## src/hdl/sdram_pd_pkg.sv

```systemverilog
/*
  Shared types, timing counts and register map for the power-down link.
  Assumes one 100 MHz clock for both ends and a burst length of four.
*/
package sdram_pd_pkg;

  // ****************************************
  // Commands, encoded {cs_n, ras_n, cas_n, we_n}
  // ****************************************
  typedef enum logic [3:0] {
    CMD_LOAD      = 4'h0,
    CMD_REFRESH   = 4'h1,
    CMD_PRECHARGE = 4'h2,
    CMD_ACTIVATE  = 4'h3,
    CMD_WRITE     = 4'h4,
    CMD_READ      = 4'h5,
    CMD_NOP       = 4'h7,
    CMD_DESELECT  = 4'h8
  } cmd_t;

  typedef enum logic [1:0] {
    DEV_ACTIVE   = 2'b00,
    DEV_PRE_PD   = 2'b01,
    DEV_ACT_PD   = 2'b11,
    DEV_SELF_REF = 2'b10
  } dev_state_t;

  typedef enum logic [1:0] {
    CTL_RUN      = 2'b00,
    CTL_PD       = 2'b01,
    CTL_SR       = 2'b10
  } ctl_state_t;

  typedef logic [9:0] cnt_t;

  // ****************************************
  // Timing
  // ****************************************
  localparam int   CLK_PERIOD_PS    = 10000;
  localparam int   WR_TIME_PS       = 15000;
  localparam int   WTR_TIME_PS      = 7500;
  localparam int   XSNR_TIME_PS     = 127500;
  localparam int   WTR_RAW          = (WTR_TIME_PS + CLK_PERIOD_PS - 1) / CLK_PERIOD_PS;
  localparam cnt_t WR_CYC           = cnt_t'((WR_TIME_PS + CLK_PERIOD_PS - 1) / CLK_PERIOD_PS);
  localparam cnt_t WTR_CYC          = cnt_t'((WTR_RAW > 2) ? WTR_RAW : 2);
  localparam cnt_t XSNR_CYC         = cnt_t'((XSNR_TIME_PS + CLK_PERIOD_PS - 1) / CLK_PERIOD_PS);
  localparam cnt_t CAS_LAT          = 10'd3;
  localparam cnt_t WRITE_LAT        = 10'd2;
  localparam cnt_t BURST_CLKS       = 10'd2;
  localparam cnt_t POSTAMBLE_CYC    = 10'd1;
  localparam cnt_t READ_DONE_CYC    = CAS_LAT + BURST_CLKS + POSTAMBLE_CYC;
  localparam cnt_t WRITE_DONE_CYC   = WRITE_LAT + BURST_CLKS + WR_CYC;
  localparam cnt_t MIN_CKE_PULSE    = 10'd3;
  localparam cnt_t XP_CYC           = 10'd2;
  localparam cnt_t XARD_CYC         = 10'd2;
  localparam cnt_t XARDS_CYC        = 10'd7;
  localparam cnt_t XSRD_CYC         = 10'd200;
  localparam cnt_t MRD_CYC          = 10'd2;
  localparam cnt_t ENTRY_AFTER_CMD  = 10'd1;
  localparam cnt_t PD_LIMIT_CYC     = 10'd780;

  // ****************************************
  // Address fields and registers
  // ****************************************
  localparam int   A10_BIT          = 10;
  localparam int   MR_SLOW_EXIT_BIT = 12;
  localparam int   MR_WR_LSB        = 9;
  localparam logic [11:0] REG_CMD    = 12'h000;
  localparam logic [11:0] REG_CTRL   = 12'h004;
  localparam logic [11:0] REG_STATUS = 12'h008;
  localparam int   CTRL_PD_BIT      = 0;
  localparam int   CTRL_SR_BIT      = 1;
  localparam int   CTRL_WAKE_BIT    = 2;
  localparam int   ST_CMD_OK        = 2;
  localparam int   ST_READ_OK       = 3;
  localparam int   ST_REFUSED       = 4;
  localparam int   ST_PEND          = 5;
  localparam int   ST_SLOW          = 6;
  localparam int   ST_BANKS_LSB     = 8;

  function automatic logic is_idle_cmd(input logic [3:0] c);
    return c[3] | (c == CMD_NOP);
  endfunction : is_idle_cmd

  function automatic cnt_t dec_sat(input cnt_t c);
    return (c == 10'd0) ? 10'd0 : c - 10'd1;
  endfunction : dec_sat

  function automatic cnt_t max_cnt(input cnt_t a, input cnt_t b);
    return (a > b) ? a : b;
  endfunction : max_cnt

endpackage : sdram_pd_pkg

```

## src/hdl/sdram_pd_if.sv

```systemverilog
/*
  Command link between the memory controller and the DRAM power-down logic.
  Assumes both ends run on the same clock; the bench joins the two ends.
*/
`timescale 1ns/1ns
interface sdram_pd_if;
  logic        cke;
  logic [3:0]  cmd_n;
  logic [2:0]  ba;
  logic [13:0] addr;
  logic        termination_control;

  modport device     (input  cke, cmd_n, ba, addr, termination_control);
  modport controller (output cke, cmd_n, ba, addr, termination_control);
endinterface : sdram_pd_if

```

## src/hdl/sdram_pd_ctrl.sv

```systemverilog
/*
  Controller end: issues commands and drives clock enable under APB control.
  Assumes an APB master on the same clock and the DRAM end on the link.
*/
// Notes on behaviour
// - Clock enable stays high through every burst
// - Burst done after postamble and recovery
// - Write-to-read wait is at least two
// - Power-down entry only with idle command
// - No entry during load, read, write, precharge
// - Idle banks precharge, open row active
// - Buffers off, loop frozen in precharge
// - Active exit keeps the entry clock
// - No refresh in power-down, limit time
// - Clock enable holds three edges per level
// - Termination driven low in power-down
// - Exit on high sample with idle command
// - Exit delay before any non-read command
// - Read after active exit: fast or slow
// - No column access at entry time
// - Self refresh only all idle, refresh
// - Self refresh exit: idle, read after 200
// - Entry one clock after read completes
// - Entry one clock after auto precharge
// - Write recovery field rounded up in cycles
// - Entry one clock after activate, refresh, precharge
// - Load only idle; entry after load delay
`timescale 1ns/1ns
module sdram_pd_ctrl
  import sdram_pd_pkg::*;
(
  input  wire logic        i_clk_sys,
  input  wire logic        i_rstn,
  input  wire logic        i_psel,
  input  wire logic        i_penable,
  input  wire logic        i_pwrite,
  input  wire logic [11:0] i_paddr,
  input  wire logic [31:0] i_pwdata,
  output logic [31:0]      o_prdata,
  output logic             o_pready,
  output logic             o_pslverr,
  sdram_pd_if.controller   link
);

  // ****************************************
  // State
  // ****************************************
  ctl_state_t  state_ff,  nxt_state;
  logic        cke_ff,    nxt_cke;
  logic [3:0]  cmd_ff,    nxt_cmd;
  logic [2:0]  ba_ff,     nxt_ba;
  logic [13:0] addr_ff,   nxt_addr;
  logic [7:0]  open_ff,   nxt_open;
  cnt_t        entry_ff,  nxt_entry;
  cnt_t        cwait_ff,  nxt_cwait;
  cnt_t        rwait_ff,  nxt_rwait;
  cnt_t        hold_ff,   nxt_hold;
  cnt_t        pdtime_ff, nxt_pdtime;
  logic        actpd_ff,  nxt_actpd;
  logic        slow_ff,   nxt_slow;
  logic        pend_ff,   nxt_pend;
  logic [3:0]  pcmd_ff,   nxt_pcmd;
  logic [2:0]  pba_ff,    nxt_pba;
  logic [13:0] paddr_ff,  nxt_paddr;
  logic [2:0]  req_ff,    nxt_req;
  logic        refused_ff, nxt_refused;
  logic        pready_ff, nxt_pready;
  logic        perr_ff,   nxt_perr;
  logic [31:0] prdata_ff, nxt_prdata;

  // ****************************************
  // Register bus and sequencing
  // ****************************************
  always_comb begin
    logic acc;
    logic wr;
    logic rd_st;
    logic setup;
    logic ok;
    logic refuse;
    acc         = i_psel & i_penable & pready_ff;
    wr          = acc & i_pwrite;
    rd_st       = acc & ~i_pwrite & (i_paddr == REG_STATUS);
    setup       = i_psel & ~i_penable;
    ok          = 1'b0;
    refuse      = 1'b0;
    nxt_state   = state_ff;
    nxt_cke     = cke_ff;
    nxt_cmd     = CMD_NOP;
    nxt_ba      = ba_ff;
    nxt_addr    = addr_ff;
    nxt_open    = open_ff;
    nxt_entry   = dec_sat(entry_ff);
    nxt_cwait   = dec_sat(cwait_ff);
    nxt_rwait   = dec_sat(rwait_ff);
    nxt_hold    = dec_sat(hold_ff);
    nxt_pdtime  = 10'd0;
    nxt_actpd   = actpd_ff;
    nxt_slow    = slow_ff;
    nxt_pend    = pend_ff;
    nxt_pcmd    = pcmd_ff;
    nxt_pba     = pba_ff;
    nxt_paddr   = paddr_ff;
    nxt_req     = req_ff;
    unique case (state_ff)
      CTL_RUN: begin
        if (pend_ff) begin
          // Reads have their own, possibly longer, gate
          ok = (pcmd_ff == CMD_READ) ? (rwait_ff == 10'd0) : (cwait_ff == 10'd0);
          if (pcmd_ff == CMD_READ && cwait_ff != 10'd0 && rwait_ff == 10'd0 && hold_ff != 10'd0) begin
            ok = 1'b1;
          end
          if (pcmd_ff == CMD_LOAD && open_ff != 8'h00) begin
            ok       = 1'b0;
            refuse   = 1'b1;
            nxt_pend = 1'b0;
          end
          if (ok) begin
            nxt_pend  = 1'b0;
            nxt_cmd   = pcmd_ff;
            nxt_ba    = pba_ff;
            nxt_addr  = paddr_ff;
            nxt_cwait = max_cnt(nxt_cwait, 10'd1);
            unique case (pcmd_ff)
              CMD_ACTIVATE: begin
                nxt_open[pba_ff] = 1'b1;
                nxt_entry = max_cnt(nxt_entry, ENTRY_AFTER_CMD);
              end
              CMD_PRECHARGE, CMD_REFRESH: begin
                if (pcmd_ff == CMD_REFRESH || paddr_ff[A10_BIT]) begin
                  nxt_open = (pcmd_ff == CMD_REFRESH) ? open_ff : 8'h00;
                end else begin
                  nxt_open[pba_ff] = 1'b0;
                end
                nxt_entry = max_cnt(nxt_entry, ENTRY_AFTER_CMD);
              end
              CMD_READ: begin
                nxt_entry = max_cnt(nxt_entry, READ_DONE_CYC + 10'd1);
                if (paddr_ff[A10_BIT]) begin
                  nxt_open[pba_ff] = 1'b0;
                end
              end
              CMD_WRITE: begin
                // One clock past write recovery, with or without auto precharge
                nxt_entry = max_cnt(nxt_entry, WRITE_DONE_CYC + 10'd1);
                nxt_rwait = max_cnt(nxt_rwait, WRITE_LAT + BURST_CLKS + WTR_CYC);
                if (paddr_ff[A10_BIT]) begin
                  nxt_open[pba_ff] = 1'b0;
                end
              end
              CMD_LOAD: begin
                if (pba_ff == 3'h0) begin
                  nxt_addr[MR_WR_LSB +: 3] = 3'(WR_CYC - 10'd1);
                  nxt_slow = paddr_ff[MR_SLOW_EXIT_BIT];
                end
                nxt_entry = max_cnt(nxt_entry, MRD_CYC);
                nxt_cwait = max_cnt(nxt_cwait, MRD_CYC);
              end
              default: ;
            endcase
          end
        end else if (req_ff[CTRL_SR_BIT] && open_ff != 8'h00) begin
          nxt_req[CTRL_SR_BIT] = 1'b0;
          refuse = 1'b1;
        end else if ((req_ff[CTRL_PD_BIT] || req_ff[CTRL_SR_BIT]) && entry_ff == 10'd0 &&
                     cwait_ff == 10'd0 && hold_ff == 10'd0) begin
          nxt_cke   = 1'b0;
          nxt_hold  = MIN_CKE_PULSE - 10'd1;
          nxt_actpd = (open_ff != 8'h00);
          nxt_req[CTRL_PD_BIT] = 1'b0;
          nxt_req[CTRL_SR_BIT] = 1'b0;
          if (req_ff[CTRL_SR_BIT]) begin
            nxt_cmd   = CMD_REFRESH;
            nxt_state = CTL_SR;
          end else begin
            nxt_cmd   = CMD_NOP;
            nxt_state = CTL_PD;
          end
        end
        nxt_req[CTRL_WAKE_BIT] = 1'b0;
      end
      CTL_PD, CTL_SR: begin
        // Clock keeps its rate; a wake ends either mode, the refresh limit ends power-down only
        nxt_pdtime = (state_ff == CTL_PD) ? pdtime_ff + 10'd1 : 10'd0;
        if ((req_ff[CTRL_WAKE_BIT] || pdtime_ff >= PD_LIMIT_CYC) && hold_ff == 10'd0) begin
          nxt_cke   = 1'b1;
          nxt_hold  = MIN_CKE_PULSE - 10'd1;
          nxt_state = CTL_RUN;
          nxt_req[CTRL_WAKE_BIT] = 1'b0;
          if (state_ff == CTL_SR) begin
            nxt_cwait = XSNR_CYC;
            nxt_rwait = XSRD_CYC;
          end else begin
            nxt_cwait = XP_CYC;
            nxt_rwait = actpd_ff ? (slow_ff ? XARDS_CYC : XARD_CYC) : XP_CYC;
          end
        end
      end
      default: begin
        nxt_state = CTL_RUN;
        nxt_cke   = 1'b1;
      end
    endcase
    // Bus writes land after sequencing so a late order is still seen
    if (wr && i_paddr == REG_CMD) begin
      if (pend_ff || state_ff != CTL_RUN) begin
        refuse = 1'b1;
      end else begin
        nxt_pend  = 1'b1;
        nxt_pcmd  = i_pwdata[3:0];
        nxt_pba   = i_pwdata[6:4];
        nxt_paddr = i_pwdata[29:16];
      end
    end
    if (wr && i_paddr == REG_CTRL) begin
      nxt_req = nxt_req | i_pwdata[2:0];
    end
    // Refusal sets win over the read that clears them
    nxt_refused = (refused_ff & ~rd_st) | refuse;
    nxt_pready  = setup;
    nxt_perr    = setup & (i_paddr != REG_CMD) & (i_paddr != REG_CTRL) & (i_paddr != REG_STATUS);
    nxt_prdata  = 32'h0000_0000;
    if (setup) begin
      unique case (i_paddr)
        REG_CMD:    nxt_prdata = {2'h0, paddr_ff, 9'h000, pba_ff, pcmd_ff};
        REG_CTRL:   nxt_prdata = {29'h0000_0000, req_ff};
        REG_STATUS: nxt_prdata = {16'h0000, open_ff, 1'b0, slow_ff, pend_ff, refused_ff,
                                  (rwait_ff == 10'd0), (cwait_ff == 10'd0), state_ff};
        default:    nxt_prdata = 32'h0000_0000;
      endcase
    end
  end

  always_ff @(posedge i_clk_sys or negedge i_rstn) begin
    if (!i_rstn) begin
      state_ff   <= CTL_RUN;
      cke_ff     <= 1'b1;
      cmd_ff     <= CMD_NOP;
      ba_ff      <= 3'h0;
      addr_ff    <= 14'h0000;
      open_ff    <= 8'h00;
      entry_ff   <= 10'h000;
      cwait_ff   <= 10'h000;
      rwait_ff   <= 10'h000;
      hold_ff    <= 10'h000;
      pdtime_ff  <= 10'h000;
      actpd_ff   <= 1'b0;
      slow_ff    <= 1'b0;
      pend_ff    <= 1'b0;
      pcmd_ff    <= CMD_NOP;
      pba_ff     <= 3'h0;
      paddr_ff   <= 14'h0000;
      req_ff     <= 3'h0;
      refused_ff <= 1'b0;
      pready_ff  <= 1'b0;
      perr_ff    <= 1'b0;
      prdata_ff  <= 32'h0000_0000;
    end else begin
      state_ff   <= nxt_state;
      cke_ff     <= nxt_cke;
      cmd_ff     <= nxt_cmd;
      ba_ff      <= nxt_ba;
      addr_ff    <= nxt_addr;
      open_ff    <= nxt_open;
      entry_ff   <= nxt_entry;
      cwait_ff   <= nxt_cwait;
      rwait_ff   <= nxt_rwait;
      hold_ff    <= nxt_hold;
      pdtime_ff  <= nxt_pdtime;
      actpd_ff   <= nxt_actpd;
      slow_ff    <= nxt_slow;
      pend_ff    <= nxt_pend;
      pcmd_ff    <= nxt_pcmd;
      pba_ff     <= nxt_pba;
      paddr_ff   <= nxt_paddr;
      req_ff     <= nxt_req;
      refused_ff <= nxt_refused;
      pready_ff  <= nxt_pready;
      perr_ff    <= nxt_perr;
      prdata_ff  <= nxt_prdata;
    end
  end

  // Termination is held at a valid low level at all times
  assign link.termination_control   = 1'b0;
  assign link.cke   = cke_ff;
  assign link.cmd_n = cmd_ff;
  assign link.ba    = ba_ff;
  assign link.addr  = addr_ff;
  assign o_prdata   = prdata_ff;
  assign o_pready   = pready_ff;
  assign o_pslverr  = perr_ff;

endmodule : sdram_pd_ctrl

```

## src/flat_wrapper.sv

```systemverilog
// flat-port wrapper written by rule: the top's interface ports become plain ports
module sdram_pd_ctrl_flat import sdram_pd_pkg::*;
  (i_clk_sys, i_rstn, i_psel, i_penable, i_pwrite, i_paddr, i_pwdata, o_prdata, o_pready, o_pslverr, link_cke, link_cmd_n, link_ba, link_addr, link_termination_control);
  sdram_pd_if link_i ();
  input  wire logic i_clk_sys;
  input  wire logic i_rstn;
  input  wire logic i_psel;
  input  wire logic i_penable;
  input  wire logic i_pwrite;
  input  wire logic [11:0] i_paddr;
  input  wire logic [31:0] i_pwdata;
  output logic [31:0] o_prdata;
  output logic o_pready;
  output logic o_pslverr;
  output wire logic [$bits(link_i.cke)-1:0] link_cke;
  output wire logic [$bits(link_i.cmd_n)-1:0] link_cmd_n;
  output wire logic [$bits(link_i.ba)-1:0] link_ba;
  output wire logic [$bits(link_i.addr)-1:0] link_addr;
  output wire logic [$bits(link_i.termination_control)-1:0] link_termination_control;
  assign link_cke = link_i.cke;
  assign link_cmd_n = link_i.cmd_n;
  assign link_ba = link_i.ba;
  assign link_addr = link_i.addr;
  assign link_termination_control = link_i.termination_control;
  sdram_pd_ctrl u_core (.i_clk_sys(i_clk_sys), .i_rstn(i_rstn), .i_psel(i_psel), .i_penable(i_penable), .i_pwrite(i_pwrite), .i_paddr(i_paddr), .i_pwdata(i_pwdata), .o_prdata(o_prdata), .o_pready(o_pready), .o_pslverr(o_pslverr), .link(link_i));
endmodule
```

## config.mk

```make
export PLATFORM = sky130hd
export DESIGN_NAME = sdram_pd_ctrl_flat
export DESIGN_NICKNAME = d
export VERILOG_FILES = /design/src/hdl/sdram_pd_pkg.sv /design/src/hdl/sdram_pd_if.sv /design/src/hdl/sdram_pd_ctrl.sv /design/src/flat_wrapper.sv
export SDC_FILE = /design/constraint.sdc
export NUM_CORES = 1
export LEC_CHECK = 0
export BUFFER_PORTS_ARGS = -buffer_cell sky130_fd_sc_hd__buf_2
export CORE_ASPECT_RATIO = 2
export CORE_MARGIN = 4
export CORE_UTILIZATION = 30
export DETAILED_ROUTE_END_ITERATION = 7
export PLACE_DENSITY = 0.48
export REMOVE_ABC_BUFFERS = 1
export SYNTH_ARGS = -nofsm -noshare
export SYNTH_HDL_FRONTEND = slang
export SYNTH_SLANG_ARGS = --single-unit
```

## constraint.sdc

```tcl
create_clock -name i_clk_sys -period 3.8 [get_ports i_clk_sys]
set_clock_uncertainty 0.05 [all_clocks]
set_input_delay 0.38 -clock i_clk_sys [delete_from_list [all_inputs] [get_ports i_clk_sys]]
set_output_delay 0.38 -clock i_clk_sys [all_outputs]
set_load 0.01 [all_outputs]
```

==> results of run 1 <==
==> worst paths after layout <==
| path | slack, ns | start | cells past startpoint | end |
|---|---|---|---|---|
| min | -0.05 | i_rstn | 1 | u_core.link.addr[8]$_DFFE_PN0P_ |
| min in group i_clk_sys | 0.13 | i_pwdata[16] | 2 | u_core.paddr_ff[0]$_DFFE_PN0P_ |
| max reg2reg | 0.69 | u_core.rwait_ff[0]$_DFF_PN0_ | 8 | u_core.open_ff[1]$_DFFE_PN0P_ |
| max | 0.69 | u_core.rwait_ff[0]$_DFF_PN0_ | 8 | u_core.open_ff[1]$_DFFE_PN0P_ |
| max in group asynchronous | 2.88 | i_rstn | 2 | u_core.pcmd_ff[2]$_DFFE_PN1P_ |
| min reg2reg | 0.41 | u_core.link.addr[2]$_DFFE_PN0P_ | 2 | u_core.link.addr[2]$_DFFE_PN0P_ |
==> metal layers <==
metal,GRT usage (%),vias to the layer above,routed length (um)
met5,0,-,0
met4,6.90,0,690
met3,3.89,32,739
met2,31.4,114,11000
met1,16.1,2629,7010
li1,-,2621,-
==> cells by family (layout without fill, tap and decap cells) <==
family,count (synthesis),count (layout),share of synthesized area (%)
xor+xnor,23,23,2.97
compound gates,130,130,12.0
flops,141,141,52.1
fa+ha+maj,10,10,1.84
simple gates,294,294,22.0
mux,33,33,5.29
other cells,1,4,0.0552
buf+inv,58,166,3.69
==> sequential cells by signal, indices dropped and copies added (netlist names), 8 cells and up <==
| name | cells |
|---|---|
| u_core.link.addr | 14 |
| u_core.cwait_ff | 10 |
| u_core.paddr_ff | 14 |
| u_core.o_prdata | 29 |
| u_core.hold_ff | 10 |
| u_core.open_ff | 8 |
| u_core.pdtime_ff | 10 |
| u_core.rwait_ff | 10 |
| u_core.entry_ff | 10 |
==> power by group through the flow <==
stage | sequential (W) | clock [W] | combinational [W]
detailed placement | 0.00189 | 0 | 0.000713
finish | 0.00186 | 0.00161 | 0.000709
CTS | 0.00186 | 0.00166 | 0.000719
floorplan | 0.00183 | 0 | 0.000527
global route | 0.00189 | 0.00172 | 0.000807
global placement | 0.00189 | 0 | 0.000704
==> cells in the mapped netlist, types with 3 or more instances <==
library cell | instances | area, um2
nand2b_1 | 7 | 43.8
nand4_1 | 5 | 31.3
nor3_1 | 18 | 90.1
nor4_1 | 8 | 50.1
buf_1 | 3 | 11.3
nor3b_1 | 4 | 30.0
clkbuf_1 | 21 | 78.8
dfrtp_1 | 134 | 3350
inv_1 | 26 | 97.6
nand3b_1 | 4 | 30.0
nand3_1 | 13 | 65.1
a211oi_1 | 6 | 45.0
o22ai_1 | 3 | 18.8
a2bb2oi_1 | 3 | 26.3
a22o_1 | 5 | 43.8
mux2i_1 | 10 | 100
ha_1 | 10 | 125
or2_2 | 4 | 25.0
or4_1 | 9 | 67.6
buf_4 | 4 | 30.0
a21oi_1 | 27 | 135
nor2_1 | 84 | 315
a31o_2 | 3 | 26.3
dfstp_2 | 7 | 184
and4_1 | 3 | 26.3
mux2_2 | 22 | 248
xnor2_1 | 12 | 105
xor2_1 | 11 | 96.3
o31ai_1 | 6 | 45.0
or3_1 | 9 | 56.3
and2_1 | 5 | 31.3
and3_1 | 28 | 175
a31oi_1 | 8 | 50.1
o21ai_0 | 47 | 235
nand2_1 | 77 | 289
==> area by class of cell <==
cell class,instances,share of cell area (%)
Clock buffer,20,5.47
Clock inverter,12,1.41
Sequential cell,141,43.4
Inverter,26,1.20
Tap cell,276,4.23
Timing Repair Buffer,108,7.41
Multi-Input combinational cell,494,36.9
==> worst max-delay path, cell delays in order, from the launching register on <==
cell,delay [ns]
dfrtp_1,0.41
inv_1,0.07
ha_1,0.21
or4b_1,0.55
nor4b_2,0.54
o211ai_1,0.30
nor4_2,0.46
nand2_1,0.19
o31ai_1,0.22
==> through the flow <==
step | std cells | total power (W) | hold WS, ns | util [%] | worst slack [ns]
after floorplan | 661 | 0.00236 | 0.0344 | - | 0.739
after detailed placement | 1045 | 0.00260 | 0.400 | 34.3 | 0.665
after global placement | 1045 | 0.00259 | 0.401 | 34.3 | 0.667
after CTS | 1077 | 0.00424 | 0.00548 | 36.8 | 0.645
after global routing | 1077 | 0.00442 | 0.00389 | 36.8 | 0.406
final | 1077 | 0.00418 | -0.0463 | 36.8 | 0.694
==> flow_metrics.py, run 1 <==
metrics = {
    "status": {
        "status": "finished with violations",
        "violations": "negative hold slack",
    },
    "timing": {
        "rsz0062_at_grt": "false",
        "setup_viol": 0,
        "hold_viol": 32,
        "period_minus_slack_ns": 3.11,
        "whs_ns": -0.0463,
        "worstMarginPinSlew_ns": 0.820,
        "setup_tns_ns": 0,
        "fin_crit_sh_pct": 81.7,
        "slew_headroom_pct": 44.9,
        "max_freq_ghz": 0.322,
        "slew_viol_final": 0,
    },
    "floorplan": {
        "die_area_um2": 25200,
        "fp.coreArea_um2": 22200,
        "io_pins": 106,
        "die_h_um": 221,
        "fp.dieW_um": 114,
        "initial_core_util_pct": 30.6,
        "num_rows": 77,
    },
    "power": {
        "total_leakage_power_nw": 4.01,
        "p_sw_share_pct": 30.5,
        "vdd_drop_max_mv": 0.308,
        "combPwrFrac_pct": 17.0,
        "power.internal_w": 0.00290,
        "p_clk_share_pct": 38.4,
        "p_sw_w": 0.00128,
        "power.density_nw_per_um2": 512,
        "seqPwrFrac_pct": 44.6,
    },
    "clock_tree": {
        "clkSinkCount": 141,
        "clk_path_buf_depth": 2,
        "clkTransAtPathRegs_ns": 0.06,
        "cts_setup_buffers": 0,
        "ctsHoldBuffers": 0,
        "ctsRootBufferMaster": "clkbuf_16",
        "insertion_delay_ns": 0.43,
        "htreeDepth": 4,
        "cts_made_buffers": 17,
        "post_cts_resized": 0,
        "tritoncts": "done",
    },
    "finish": {
        "final_layout_size_suffix_gt1_share_pct": 22.6,
        "n_antenna_cell": 0,
        "multiInputGateArea_um2": 3010,
        "final_cell_area_um2": 8160,
        "fin_nets": 847,
        "final_cell_mix": "dfrtp_1 (134), buf_2 (89), nor2_1 (84)",
        "register_area_um2": 3540,
        "nFillCells": 2311,
        "area_growth_syn_to_layout_pct": 20.2,
        "final_common_cell": "dfrtp_1",
    },
    "run": {
        "maxCapViolations": 0,
    },
    "yosys": {
        "yosys_register_bits": 141,
        "seq_area_frac_synth_pct": 52.1,
        "synth_ff_type": "dfrtp_1",
        "yosysWarningCount": 0,
        "synthesis.area_um2": 6790,
        "ys_types": 70,
        "synth-edff-count": 0,
        "async_flop_share_pct": 100,
        "netlist_instances": 690,
        "syn_avg_cell_area_um2": 9.84,
    },
    "drt": {
        "wire_per_inst_um": 18.1,
        "firstDrtPassIters": 4,
        "drtIter0Drc": 126,
        "detail_route.vias_per_cell": 5.01,
        "drt-total-wl_um": 19400,
        "remaining_drc_errors": 0,
        "vias": 5396,
        "ant_nets": 0,
    },
    "placement": {
        "io_buffer_count": 90,
        "hpwlAfterDp_um": 14600,
        "gp_congestion": 0.796,
        "placed_cell_area_um2": 7600,
    },
    "global_route": {
        "grt_overflow": 0,
        "grt_pass1_vias": 5713,
        "grt_pass1_wl_um": 31400,
        "grt_max_degree": 87,
        "grt_usage_pct": 16.3,
        "grt_antenna_before_repair": 0,
    },
    "worst_setup_path": {
        "worstPathMaxFanout": 5,
        "cp-end-kind": "flop",
        "criticalPathCategory": "reg -> reg",
        "start_kind": "flop",
        "arrival_ns": 3.39,
        "worstPathRequired_ns": 4.08,
    },
    "hold_path": {
        "hp-class": "in -> async",
    },
}
Power figures use the tool's default switching activity.
==> run 2, diff against run 1 <==
==> constraint.sdc (replaced) <==
create_clock -name i_clk_sys -period 2.95 [get_ports i_clk_sys]
set_clock_uncertainty 0.05 [all_clocks]
set_input_delay 0.295 -clock i_clk_sys [delete_from_list [all_inputs] [get_ports i_clk_sys]]
set_output_delay 0.295 -clock i_clk_sys [all_outputs]
set_load 0.01 [all_outputs]
==> run 2 against run 1 <==
Against the previous run:
- the flow now finishes without violations
- maximum frequency rose by 12%
- worst setup slack got worse by 0.53 ns
- combinational power rose by 39%
- non-clock buffer count rose by 23
- die area did not move
- core utilization rose by 0.80 points
- largest cell class unchanged
==> flow_metrics.py, run 2 (synthesis results as in run 1) <==
metrics = {
    "finish": {
        "final_cell_area_um2": 8340,
        "n_antenna_cell": 0,
        "multiInputGateArea_um2": 3020,
        "final_cells": 1099,
        "area_growth_syn_to_layout_pct": 22.8,
        "final_layout_size_suffix_gt1_share_pct": 24.8,
        "final_cell_mix": "dfrtp_1 (134), buf_2 (89), nor2_1 (84)",
        "final_common_cell": "dfrtp_1",
        "register_area_um2": 3540,
        "utilization_pct": 37.6,
        "fin_nets": 870,
        "largest_register_ff_count": 29,
        "nFillCells": 2305,
    },
    "drt": {
        "detail_route.vias_per_cell": 5.01,
        "drtIter0Drc": 135,
        "ant_nets": 0,
        "drt-total-wl_um": 19700,
        "wire_per_inst_um": 17.9,
        "remaining_drc_errors": 0,
        "firstDrtPassIters": 4,
        "vias": 5510,
    },
    "placement": {
        "placed_cell_area_um2": 7760,
        "dp.cells": 1067,
        "io_buffer_count": 90,
        "gp_congestion": 0.850,
        "hpwlAfterDp_um": 15100,
    },
    "worst_setup_path": {
        "worstPathRequired_ns": 3.20,
        "criticalPathCategory": "reg -> reg",
        "path_buf_inv": 2,
        "arrival_ns": 3.04,
        "worstPathMaxFanout": 4,
        "path_cells": "inv_1 > ha_1 > or4b_4 > nor4b_2 > buf_4 > nor2_2 > or4_1 > nor2_4 > mux2_1",
        "start_kind": "flop",
        "critPathMaxStageDelay_ns": 0.56,
        "cpLargestDelayFamily": "simple AND/OR/NAND/NOR gates",
        "cp-end-kind": "flop",
        "crit_slowest_cell": "or4_1",
    },
    "timing": {
        "setup_viol": 0,
        "hold_viol": 0,
        "slew_viol_final": 0,
        "worstMarginPinSlew_ns": 0.619,
        "slew_headroom_pct": 58.6,
        "fin_crit_sh_pct": 94.4,
        "setup_tns_ns": 0,
        "period_minus_slack_ns": 2.78,
        "max_freq_ghz": 0.359,
    },
    "floorplan": {
        "fp.coreArea_um2": 22200,
        "io_pins": 106,
        "die_area_um2": 25200,
        "initial_core_util_pct": 30.6,
        "num_rows": 77,
        "fp.dieW_um": 114,
        "die_h_um": 221,
    },
    "clock_tree": {
        "htreeDepth": 4,
        "tritoncts": "done",
        "cts_made_buffers": 17,
        "clk_path_buf_depth": 2,
        "clkTransAtPathRegs_ns": 0.06,
        "ctsRootBufferMaster": "clkbuf_16",
        "insertion_delay_ns": 0.43,
        "clkSinkCount": 141,
    },
    "global_route": {
        "grt_pass1_wl_um": 32000,
        "grt_use_met3_pct": 4.11,
        "use_met2_pct": 32.6,
        "grt_max_degree": 64,
        "grt_pass1_vias": 6015,
        "grt_antenna_before_repair": 0,
        "grt_usage_pct": 16.6,
        "grt_use_met1_pct": 16.0,
        "top_usage_layer": "met2",
        "grt_overflow": 0,
    },
    "power": {
        "total_leakage_power_nw": 4.12,
        "vdd_drop_max_mv": 0.334,
        "power.density_nw_per_um2": 650,
        "p_total_w": 0.00542,
    },
    "run": {
        "maxCapViolations": 0,
    },
    "hold_path": {
        "hp-class": "in -> reg",
    },
    "status": {
        "status": "complete, no violations",
    },
}
## run 2: cell count changes in the layout (fill, tap and decap cells not counted), moves of 2 or more
cell,change
o21ai_0,-3
clkinv_4,-2
o21ai_1,+3
buf_4,+22
## run 2: path summary, 6_finish.rpt
kind	slack, ns	start	to	cells after the start
setup / recovery	0.17	u_core.rwait_ff[1]$_DFF_PN0_	u_core.slow_ff$_DFFE_PN0P_	9
hold / removal	0.05	i_pwdata[29]	u_core.paddr_ff[13]$_DFFE_PN0P_	2
setup reg to reg	0.17	u_core.rwait_ff[1]$_DFF_PN0_	u_core.slow_ff$_DFFE_PN0P_	9
hold reg to reg	0.42	u_core.link.addr[10]$_DFFE_PN0P_	u_core.link.addr[10]$_DFFE_PN0P_	2
max in group asynchronous	1.67	i_rstn	u_core.link.cmd_n[1]$_DFF_PN1_	3
min in group asynchronous	0.37	i_rstn	u_core.link.addr[8]$_DFFE_PN0P_	2
## run 2: cell type report
cell class | instances | area share [%]
clock buffer | 22 | 5.57
clock inverter | 9 | 1.07
inverter | 26 | 1.17
multi-input combinational | 494 | 36.3
sequential | 141 | 42.4
tap | 276 | 4.14
timing repair buffer | 131 | 9.35
## run 2: metal layers
layer | vias to the layer above | wire length [um]
li1 | 2662 | -
met1 | 2711 | 6960
met2 | 111 | 11400
met3 | 26 | 745
met4 | 0 | 598
met5 | - | 0
## run 2: per-stage QoR
stage,hold slack (ns),worst slack (ns)
6_report,0.0489,0.166
3_5_place_dp,0.272,0.127
4_1_cts,0.0293,0.0979
2_1_floorplan,-0.0506,-0.111
3_3_place_gp,0.278,0.155
5_1_grt,0.0323,-0.00923
## run 2: what timing repair did
item                       4_1_cts  5_1_grt
buffers inserted                 0        0
hold endpoints to repair        59        0
resized for setup                0        7
setup endpoints to repair        0       12
hold buffers                     1        0
## run 2: power breakdown
group          leakage (nW)  internal (W)  total (W)  switching, W
combinational          1.97      0.000449   0.000985      0.000537
sequential             1.88       0.00214    0.00239      0.000252
clock                 0.263       0.00120    0.00204      0.000842
total                  4.12       0.00379    0.00542       0.00163
